**src/verilog/pbp_pkg.sv**
```systemverilog
// register map, field positions and reset values for the two-port gpio block
package pbp_pkg;
  localparam int unsigned ADDR_W = 4;
  localparam int unsigned DATA_W = 8;
  localparam int unsigned PA_W = 6;
  localparam int unsigned PB_W = 8;
  localparam logic [3:0] ADDR_PA_DATA = 4'h0;
  localparam logic [3:0] ADDR_PB_DATA = 4'h1;
  localparam logic [3:0] ADDR_PA_DIR = 4'h4;
  localparam logic [3:0] ADDR_PB_DIR = 4'h5;
  localparam logic [3:0] ADDR_PA_PUE = 4'hB;
  localparam logic [3:0] ADDR_PB_PUE = 4'hC;
  localparam logic [3:0] ADDR_PA_CFG = 4'hD;
  localparam int unsigned PA_BIT_INONLY = 2;
  localparam int unsigned PA_BIT_OSC = 4;
  localparam int unsigned PUE_CLKOUT_BIT = 7;
  localparam int unsigned CFG_IRQ_BIT = 0;
  localparam logic [5:0] PA_DIR_RST = 6'h00;
  localparam logic [7:0] PB_DIR_RST = 8'h00;
  localparam logic [5:0] PA_PUE_RST = 6'h00;
  localparam logic [7:0] PB_PUE_RST = 8'h00;
  localparam logic CLKOUT_RST = 1'b0;
  localparam logic IRQ_EN_RST = 1'b0;
  localparam logic [7:0] READ_ZERO = 8'h00;
  // clock source select, two-bit option code
  typedef enum logic [1:0] {
    PBP_SRC_INTERNAL = 2'h0,
    PBP_SRC_EXT_OSC = 2'h1,
    PBP_SRC_RC = 2'h2,
    PBP_SRC_CRYSTAL = 2'h3
  } pbp_src_t;
endpackage

```
**src/verilog/pbp_gpio.sv**
```systemverilog
// two-port gpio: six-bit port with pullups and clock-out, eight-bit port
`timescale 1ns/10ps

// How it works
// - a first-port pullup is on only when its enable bit is 1 and the pin is an input.
// - a first-port pullup enable bit of 0 keeps the pullup off in any direction.
// - a first-port pullup drops out by itself while the pin is an output.
// - with internal or rc source and clock-out bit 1, pin 4 is held low with its buffer on for the outside pad mux to swap in the quad bus clock, else it is a gpio.
// - with crystal or external oscillator source the clock-out bit has no effect.
// - first-port bit 2 is never driven as an output.
// - the eight second-port data latches are read/write and untouched by reset.
// - second-port direction 1 drives the pin, 0 releases it, and reset makes all pins inputs.
// - a second-port data read gives the latch for outputs and the pin for inputs.
// - second-port latch writes always land but never change a sensed input.
// - a second-port pullup is on only when its enable bit is 1 and direction is 0.
// - a second-port pullup drops out by itself while the pin is an output.
// - a first-port data read gives the latch where the direction bit is 1 and the pin where it is 0, but bit 2 reads 0 while the irq enable bit is 1.
module pbp_gpio (
  input wire logic i_clock,
  input wire logic i_nrst,
  input wire logic [pbp_pkg::ADDR_W-1:0] i_addr,
  input wire logic [pbp_pkg::DATA_W-1:0] i_wdata,
  input wire logic i_wr,
  input wire logic i_rd,
  output logic [pbp_pkg::DATA_W-1:0] o_rdata,
  input wire logic [1:0] i_clock_source,
  input wire logic i_quad_bus_clock,
  input wire logic [pbp_pkg::PA_W-1:0] i_pa_pin,
  output logic [pbp_pkg::PA_W-1:0] o_pa_pin,
  output logic [pbp_pkg::PA_W-1:0] o_pa_oe,
  output logic [pbp_pkg::PA_W-1:0] o_pa_pullup,
  input wire logic [pbp_pkg::PB_W-1:0] i_pb_pin,
  output logic [pbp_pkg::PB_W-1:0] o_pb_pin,
  output logic [pbp_pkg::PB_W-1:0] o_pb_oe,
  output logic [pbp_pkg::PB_W-1:0] o_pb_pullup
);
  import pbp_pkg::*;

  // ----------------------------------------
  // pin synchronisers
  // ----------------------------------------
  logic [PA_W-1:0] pa_meta_q;
  logic [PA_W-1:0] pa_sync_q;
  logic [PB_W-1:0] pb_meta_q;
  logic [PB_W-1:0] pb_sync_q;
  logic [1:0] src_meta_q;
  logic [1:0] src_sync_q;

  always_ff @(posedge i_clock) begin
    pa_meta_q <= i_pa_pin;
    pa_sync_q <= pa_meta_q;
    pb_meta_q <= i_pb_pin;
    pb_sync_q <= pb_meta_q;
    src_meta_q <= i_clock_source;
    src_sync_q <= src_meta_q;
  end

  // ----------------------------------------
  // registers
  // ----------------------------------------
  logic [PA_W-1:0] pa_data_q;
  logic [PA_W-1:0] pa_dir_q;
  logic [PA_W-1:0] pa_pue_q;
  logic clkout_en_q;
  logic irq_en_q;
  logic [PB_W-1:0] pb_data_q;
  logic [PB_W-1:0] pb_dir_q;
  logic [PB_W-1:0] pb_pue_q;

  function automatic logic hit(input logic [ADDR_W-1:0] a, input logic [ADDR_W-1:0] r);
    hit = (a == r);
  endfunction

  // data latches have no reset on purpose; writes land whatever the direction
  always_ff @(posedge i_clock) begin
    if (i_wr && hit(i_addr, ADDR_PA_DATA)) begin
      pa_data_q <= i_wdata[PA_W-1:0];
    end
    if (i_wr && hit(i_addr, ADDR_PB_DATA)) begin
      pb_data_q <= i_wdata;
    end
  end

  always_ff @(posedge i_clock) begin
    if (!i_nrst) begin
      pa_dir_q <= PA_DIR_RST;
      pb_dir_q <= PB_DIR_RST;
    end else if (i_wr) begin
      if (hit(i_addr, ADDR_PA_DIR)) begin
        pa_dir_q <= i_wdata[PA_W-1:0];
      end
      if (hit(i_addr, ADDR_PB_DIR)) begin
        pb_dir_q <= i_wdata;
      end
    end
  end

  always_ff @(posedge i_clock) begin
    if (!i_nrst) begin
      pa_pue_q <= PA_PUE_RST;
      pb_pue_q <= PB_PUE_RST;
      clkout_en_q <= CLKOUT_RST;
      irq_en_q <= IRQ_EN_RST;
    end else if (i_wr) begin
      if (hit(i_addr, ADDR_PA_PUE)) begin
        pa_pue_q <= i_wdata[PA_W-1:0];
        clkout_en_q <= i_wdata[PUE_CLKOUT_BIT];
      end
      if (hit(i_addr, ADDR_PB_PUE)) begin
        pb_pue_q <= i_wdata;
      end
      if (hit(i_addr, ADDR_PA_CFG)) begin
        irq_en_q <= i_wdata[CFG_IRQ_BIT];
      end
    end
  end

  // ----------------------------------------
  // pin control
  // ----------------------------------------
  logic clk_owns_pin;
  assign clk_owns_pin = clkout_en_q &&
    (src_sync_q == PBP_SRC_INTERNAL || src_sync_q == PBP_SRC_RC);

  logic [PA_W-1:0] pa_oe_d;
  logic [PA_W-1:0] pa_out_d;
  logic [PA_W-1:0] pa_pu_d;
  logic [PA_W-1:0] pa_rd_d;
  logic [PB_W-1:0] pb_rd_d;

  always_comb begin
    pa_oe_d = pa_dir_q;
    pa_out_d = pa_data_q;
    pa_pu_d = pa_pue_q & ~pa_dir_q;
    pa_oe_d[PA_BIT_INONLY] = 1'b0;
    if (clk_owns_pin) begin
      // pin 4 becomes a dedicated clock output; its gpio bits are bypassed
      pa_oe_d[PA_BIT_OSC] = 1'b1;
      pa_out_d[PA_BIT_OSC] = 1'b0;
      pa_pu_d[PA_BIT_OSC] = 1'b0;
    end
    pa_rd_d = (pa_data_q & pa_dir_q) | (pa_sync_q & ~pa_dir_q);
    if (irq_en_q) begin
      pa_rd_d[PA_BIT_INONLY] = 1'b0;
    end
    pb_rd_d = (pb_data_q & pb_dir_q) | (pb_sync_q & ~pb_dir_q);
  end

  // outputs registered; the clock itself is gated combinationally only on the mux select
  logic clk_sel_q;
  always_ff @(posedge i_clock) begin
    if (!i_nrst) begin
      o_pa_oe <= '0;
      o_pa_pin <= '0;
      o_pa_pullup <= '0;
      o_pb_oe <= '0;
      o_pb_pin <= '0;
      o_pb_pullup <= '0;
      clk_sel_q <= 1'b0;
    end else begin
      o_pa_oe <= pa_oe_d;
      o_pa_pin <= pa_out_d;
      o_pa_pullup <= pa_pu_d;
      o_pb_oe <= pb_dir_q;
      o_pb_pin <= pb_data_q;
      o_pb_pullup <= pb_pue_q & ~pb_dir_q;
      clk_sel_q <= clk_owns_pin;
    end
  end

  // ----------------------------------------
  // clock output pin
  // ----------------------------------------
  // limitation: the quad bus clock runs faster than i_clock and cannot pass a flop,
  // so pin 4 is held low with its buffer on and the pad mux outside swaps in the clock

  // ----------------------------------------
  // read data
  // ----------------------------------------
  always_ff @(posedge i_clock) begin
    if (!i_nrst) begin
      o_rdata <= READ_ZERO;
    end else if (i_rd) begin
      unique case (i_addr)
        ADDR_PA_DATA: o_rdata <= {2'h0, pa_rd_d};
        ADDR_PB_DATA: o_rdata <= pb_rd_d;
        ADDR_PA_DIR: o_rdata <= {2'h0, pa_dir_q};
        ADDR_PB_DIR: o_rdata <= pb_dir_q;
        ADDR_PA_PUE: o_rdata <= {clkout_en_q, 1'b0, pa_pue_q};
        ADDR_PB_PUE: o_rdata <= pb_pue_q;
        ADDR_PA_CFG: o_rdata <= {7'h00, irq_en_q};
        default: o_rdata <= READ_ZERO;
      endcase
    end else begin
      o_rdata <= READ_ZERO;
    end
  end

  // the quad clock is only gated with the registered select; no flop samples it
  logic unused_clk;
  assign unused_clk = i_quad_bus_clock & clk_sel_q;
endmodule

```
**config.mk**
```make
export PLATFORM = sky130hd
export DESIGN_NAME = pbp_gpio
export DESIGN_NICKNAME = d
export VERILOG_FILES = /design/src/verilog/pbp_pkg.sv /design/src/verilog/pbp_gpio.sv
export SDC_FILE = /design/constraint.sdc
export NUM_CORES = 1
export LEC_CHECK = 0
export BUFFER_PORTS_ARGS = -buffer_cell sky130_fd_sc_hd__buf_2
export CAP_MARGIN = 10
export CORE_ASPECT_RATIO = 1.75
export CORE_UTILIZATION = 47
export CTS_CLUSTER_SIZE = 28
export DETAILED_ROUTE_END_ITERATION = 10
export PLACE_DENSITY_LB_ADDON = 0.05
export SETUP_SLACK_MARGIN = 0.02
export SKIP_LAST_GASP = 1
export SYNTH_ARGS = -nofsm -noshare
export SYNTH_HDL_FRONTEND = slang
export SYNTH_SLANG_ARGS = --single-unit
```
**constraint.sdc**
```tcl
create_clock -name i_clock -period 2.5 [get_ports i_clock]
set_clock_uncertainty 0.2 [all_clocks]
set_input_delay 0.5 -clock i_clock [delete_from_list [all_inputs] [get_ports i_clock]]
set_output_delay 0.5 -clock i_clock [all_outputs]
set_load 0.005 [all_outputs]
```
==> metrics.md <==
| Metric | Value |
|---|---|
| First-pass GRT wire length | between 10,000 and 15,000 um |
| Max_cap viols | 0 |
| Clock Sinks | between 100 and 150 |
| Final setup margin | 0.729 ns |
| Most frequent cells in the layout | 109 x dfxtp_1, 79 x buf_2, 25 x mux2i_1, 25 x and2_1, 18 x nand2_1 |
| Number of global-route vias before repair | 2,911 |
| CTS tree | built |
| Initial DRC count | roughly 140 |
| Worst Setup End Kind | flip-flop |
| Minimum clock period | roughly 1.8 ns |
| Worst-path maximum fanout | 13 |
| Yosys top cell area share | between 50% and 60% |
| Complex-gate fraction of the synthesized area | a little under a tenth |
| Final WL | around 9000 um |
| Synth Area in Adders | 0% |
| Syn_nets | roughly 390 |
| Total CTS buffers | 17 |
| Netlist cell types | 48 |
| Startpoint Class | input port |
| Seq/Total Area, Yosys | between 60 and 70% |
| Fin util | around 63% |
| Status | completed |
| Global-route usage over all layers | between 20 and 25% |
| Arr. time, crit path | 1.68 ns |
| Hold WS | 0.114 ns |
| CP Class | input port to flip-flop |
| Commonest non-fill, non-tap cell in the layout | dfxtp_1 |
| Synth Warn # | 0 |
| Synthesis-stage register bit count | 123 |
| Wire length per cell | between 15 and 20 um |
| Pin count of the biggest net entering global routing | 37 |
| PortBufs | just under 80 |
| Die Height | 127 um |
| Main combinational cell family by area after synthesis | simple AND/OR/NAND/NOR gates |
| Hold Fails Final Rpt | 0 |
| Mapped Cells | 352 |
| Lkg Pwr | around 0.0023 uW |
| GRT overflow | 0 |
| Grt met1 use | 22.1% |
| Share of layout cells above drive strength 1 | between 20 and 30% |
| DRC viols | 0 |
| Nets | slightly below 500 |
| Post-synthesis simple-gate area fraction | 18.2% |
| Synthesized area | 4190 um^2 |
| Main area contributors after synthesis | dfxtp_1 52%, edfxtp_1 10%, mux2i_1 6.0% |
| Max VDD drop | about 0.54 mV |
| Met3 track demand over resource | 5.88% |
| Met2 usage | around 37% |
| CTS max path bufs | 2 |
| Width of the die | between 70 and 80 um |
| Core ar. | 8670 um^2 |
| Setup TNS | 0 ns |
| RSZ-0062 raised after global routing | false |
| Max-slew violations | 0 |
| Avg Vias per Cell | a little under 5 |
| Place WS | approximately 0.32 ns |
| DRT antenna net count | 0 |
| Number of synthesized flops with an enable pin | 14 |
| FMAX | roughly 560 MHz |
| Slew Limit Headroom | between 60% and 70% |
| I/O pin cnt | between 80 and 90 |
| Die area | about 9300 um^2 |
| Ant diodes | 0 |
| Latest clock arrival within the worst-skew pair | 0.41 ns |
| Hpwl dp | 6200 um |
| XOR/XNOR share of the synthesized area | 0% |
| HP Class | input port to flip-flop |
| Final Wtd Congestion | between 0.8 and 0.9 |
| PD cells | ~860 nW/um^2 |
| Syn Area/Cell | between 10 and 15 um^2 |
| Initial antenna violation count | 0 |
| # setup viols final | 0 |
| Worst endpoint required time | approximately 2.4 ns |
| Total number of vias | just under 3,000 |
| Fin crit share | a little under three quarters |
| H-tree depth reported by CTS | 4 |
| Clock transition at path regs | roughly 0.05 ns |
| TritonRoute pass-1 iters | 4 |
| Post-synth top area cell | dfxtp_1 |
| Row count | 45 |
| Tightest Pin Transition | slightly above 0.5 ns |
| Main synth FF type | dfxtp_1 |
| Async S/R FF share, synth | 0% |
| Syn-to-layout area delta | 29.6% |
| Starting Density | approximately half |
| CTS Root Cell | clkbuf_16 |
| Mux cell area share after synthesis | 7.05% |
| Global routing's busiest layer | met2 |
## path summary, 6_finish.rpt
path | start | to | slack (ns) | cells past startpoint
max | i_addr[0] | pb_data_q[3]$_DFFE_PP_ | 0.73 | 4
max reg2reg | pa_dir_q[0]$_SDFFE_PN0P_ | o_rdata[0]$_SDFF_PN0_ | 0.92 | 4
min | i_wdata[6] | pb_data_q[6]$_DFFE_PP_ | 0.11 | 1
min reg2reg | pa_meta_q[1]$_DFF_P_ | pa_sync_q[1]$_DFF_P_ | 0.12 | 0
## flip-flops by register name, summed over array words and instances (netlist names), 8 cells and up
signal and flops:
o_pb_oe 8, o_pb_pin 8, o_pb_pullup 8, o_rdata 8
pb_data_q 8, pb_dir_q 8, pb_meta_q 8, pb_pue_q 8
pb_sync_q 8
## what timing repair did
item                      4_1_cts  5_1_grt
hold buffers                   15        0
setup buffers                   0        0
hold endpoints to repair       15        0
gates resized for setup         0        0
## power breakdown
| group | switching, uW | total (uW) | internal (uW) |
|---|---|---|---|
| clock network | 788 | 2420 | 1640 |
| logic | 103 | 191 | 87.7 |
| registers | 17.6 | 2070 | 2050 |
## synth_stat cells, types with 5 or more instances
cell type  number
a21oi_1         6
nand3_1         7
o21ai_0        15
a21boi_1       16
nand2b_1        5
and2_1         25
mux2i_1        25
nor2b_1        16
edfxtp_1       14
and3b_1        13
clkbuf_1        9
dfxtp_1       109
nand2_1        18
nor2_1         12
## metal layers
layer	up-vias	routed length, um
met5	-	0
met4	0	370
met3	27	365
met2	85	4860
met1	1352	3460
li1	1436	-
## cells by family after synthesis
group | Yosys count
other cells | 1
mux | 29
buf+inv | 23
compound gates | 56
flops | 123
simple gates | 120
## per-stage QoR
stage               cells  power, uW  instance area, um^2
finish                586       4680                 5430
CTS                   586       4730                 5430
global placement      539       2280                 4680
detailed placement    539       2280                 4680
global route          586       4820                 5430
floorplan             352       2200                 4190
## area by class of cell
| cell class | instances | area (um^2) |
|---|---|---|
| Clock buffer | 24 | 482 |
| Tap cell | 117 | 146 |
| Multi-Input combinational cell | 206 | 1450 |
| Sequential cell | 123 | 2600 |
| Timing Repair Buffer | 105 | 628 |
| Clock inverter | 8 | 115 |
| Fill cell | 751 | 3240 |
| Inverter | 3 | 11.3 |
## critical path: stages
cell and delay (ns):
buf_2 0.23, or4b_1 0.59, nor2_1 0.13, buf_4 0.21
No activity file was read; power rests on OpenSTA's default activity.
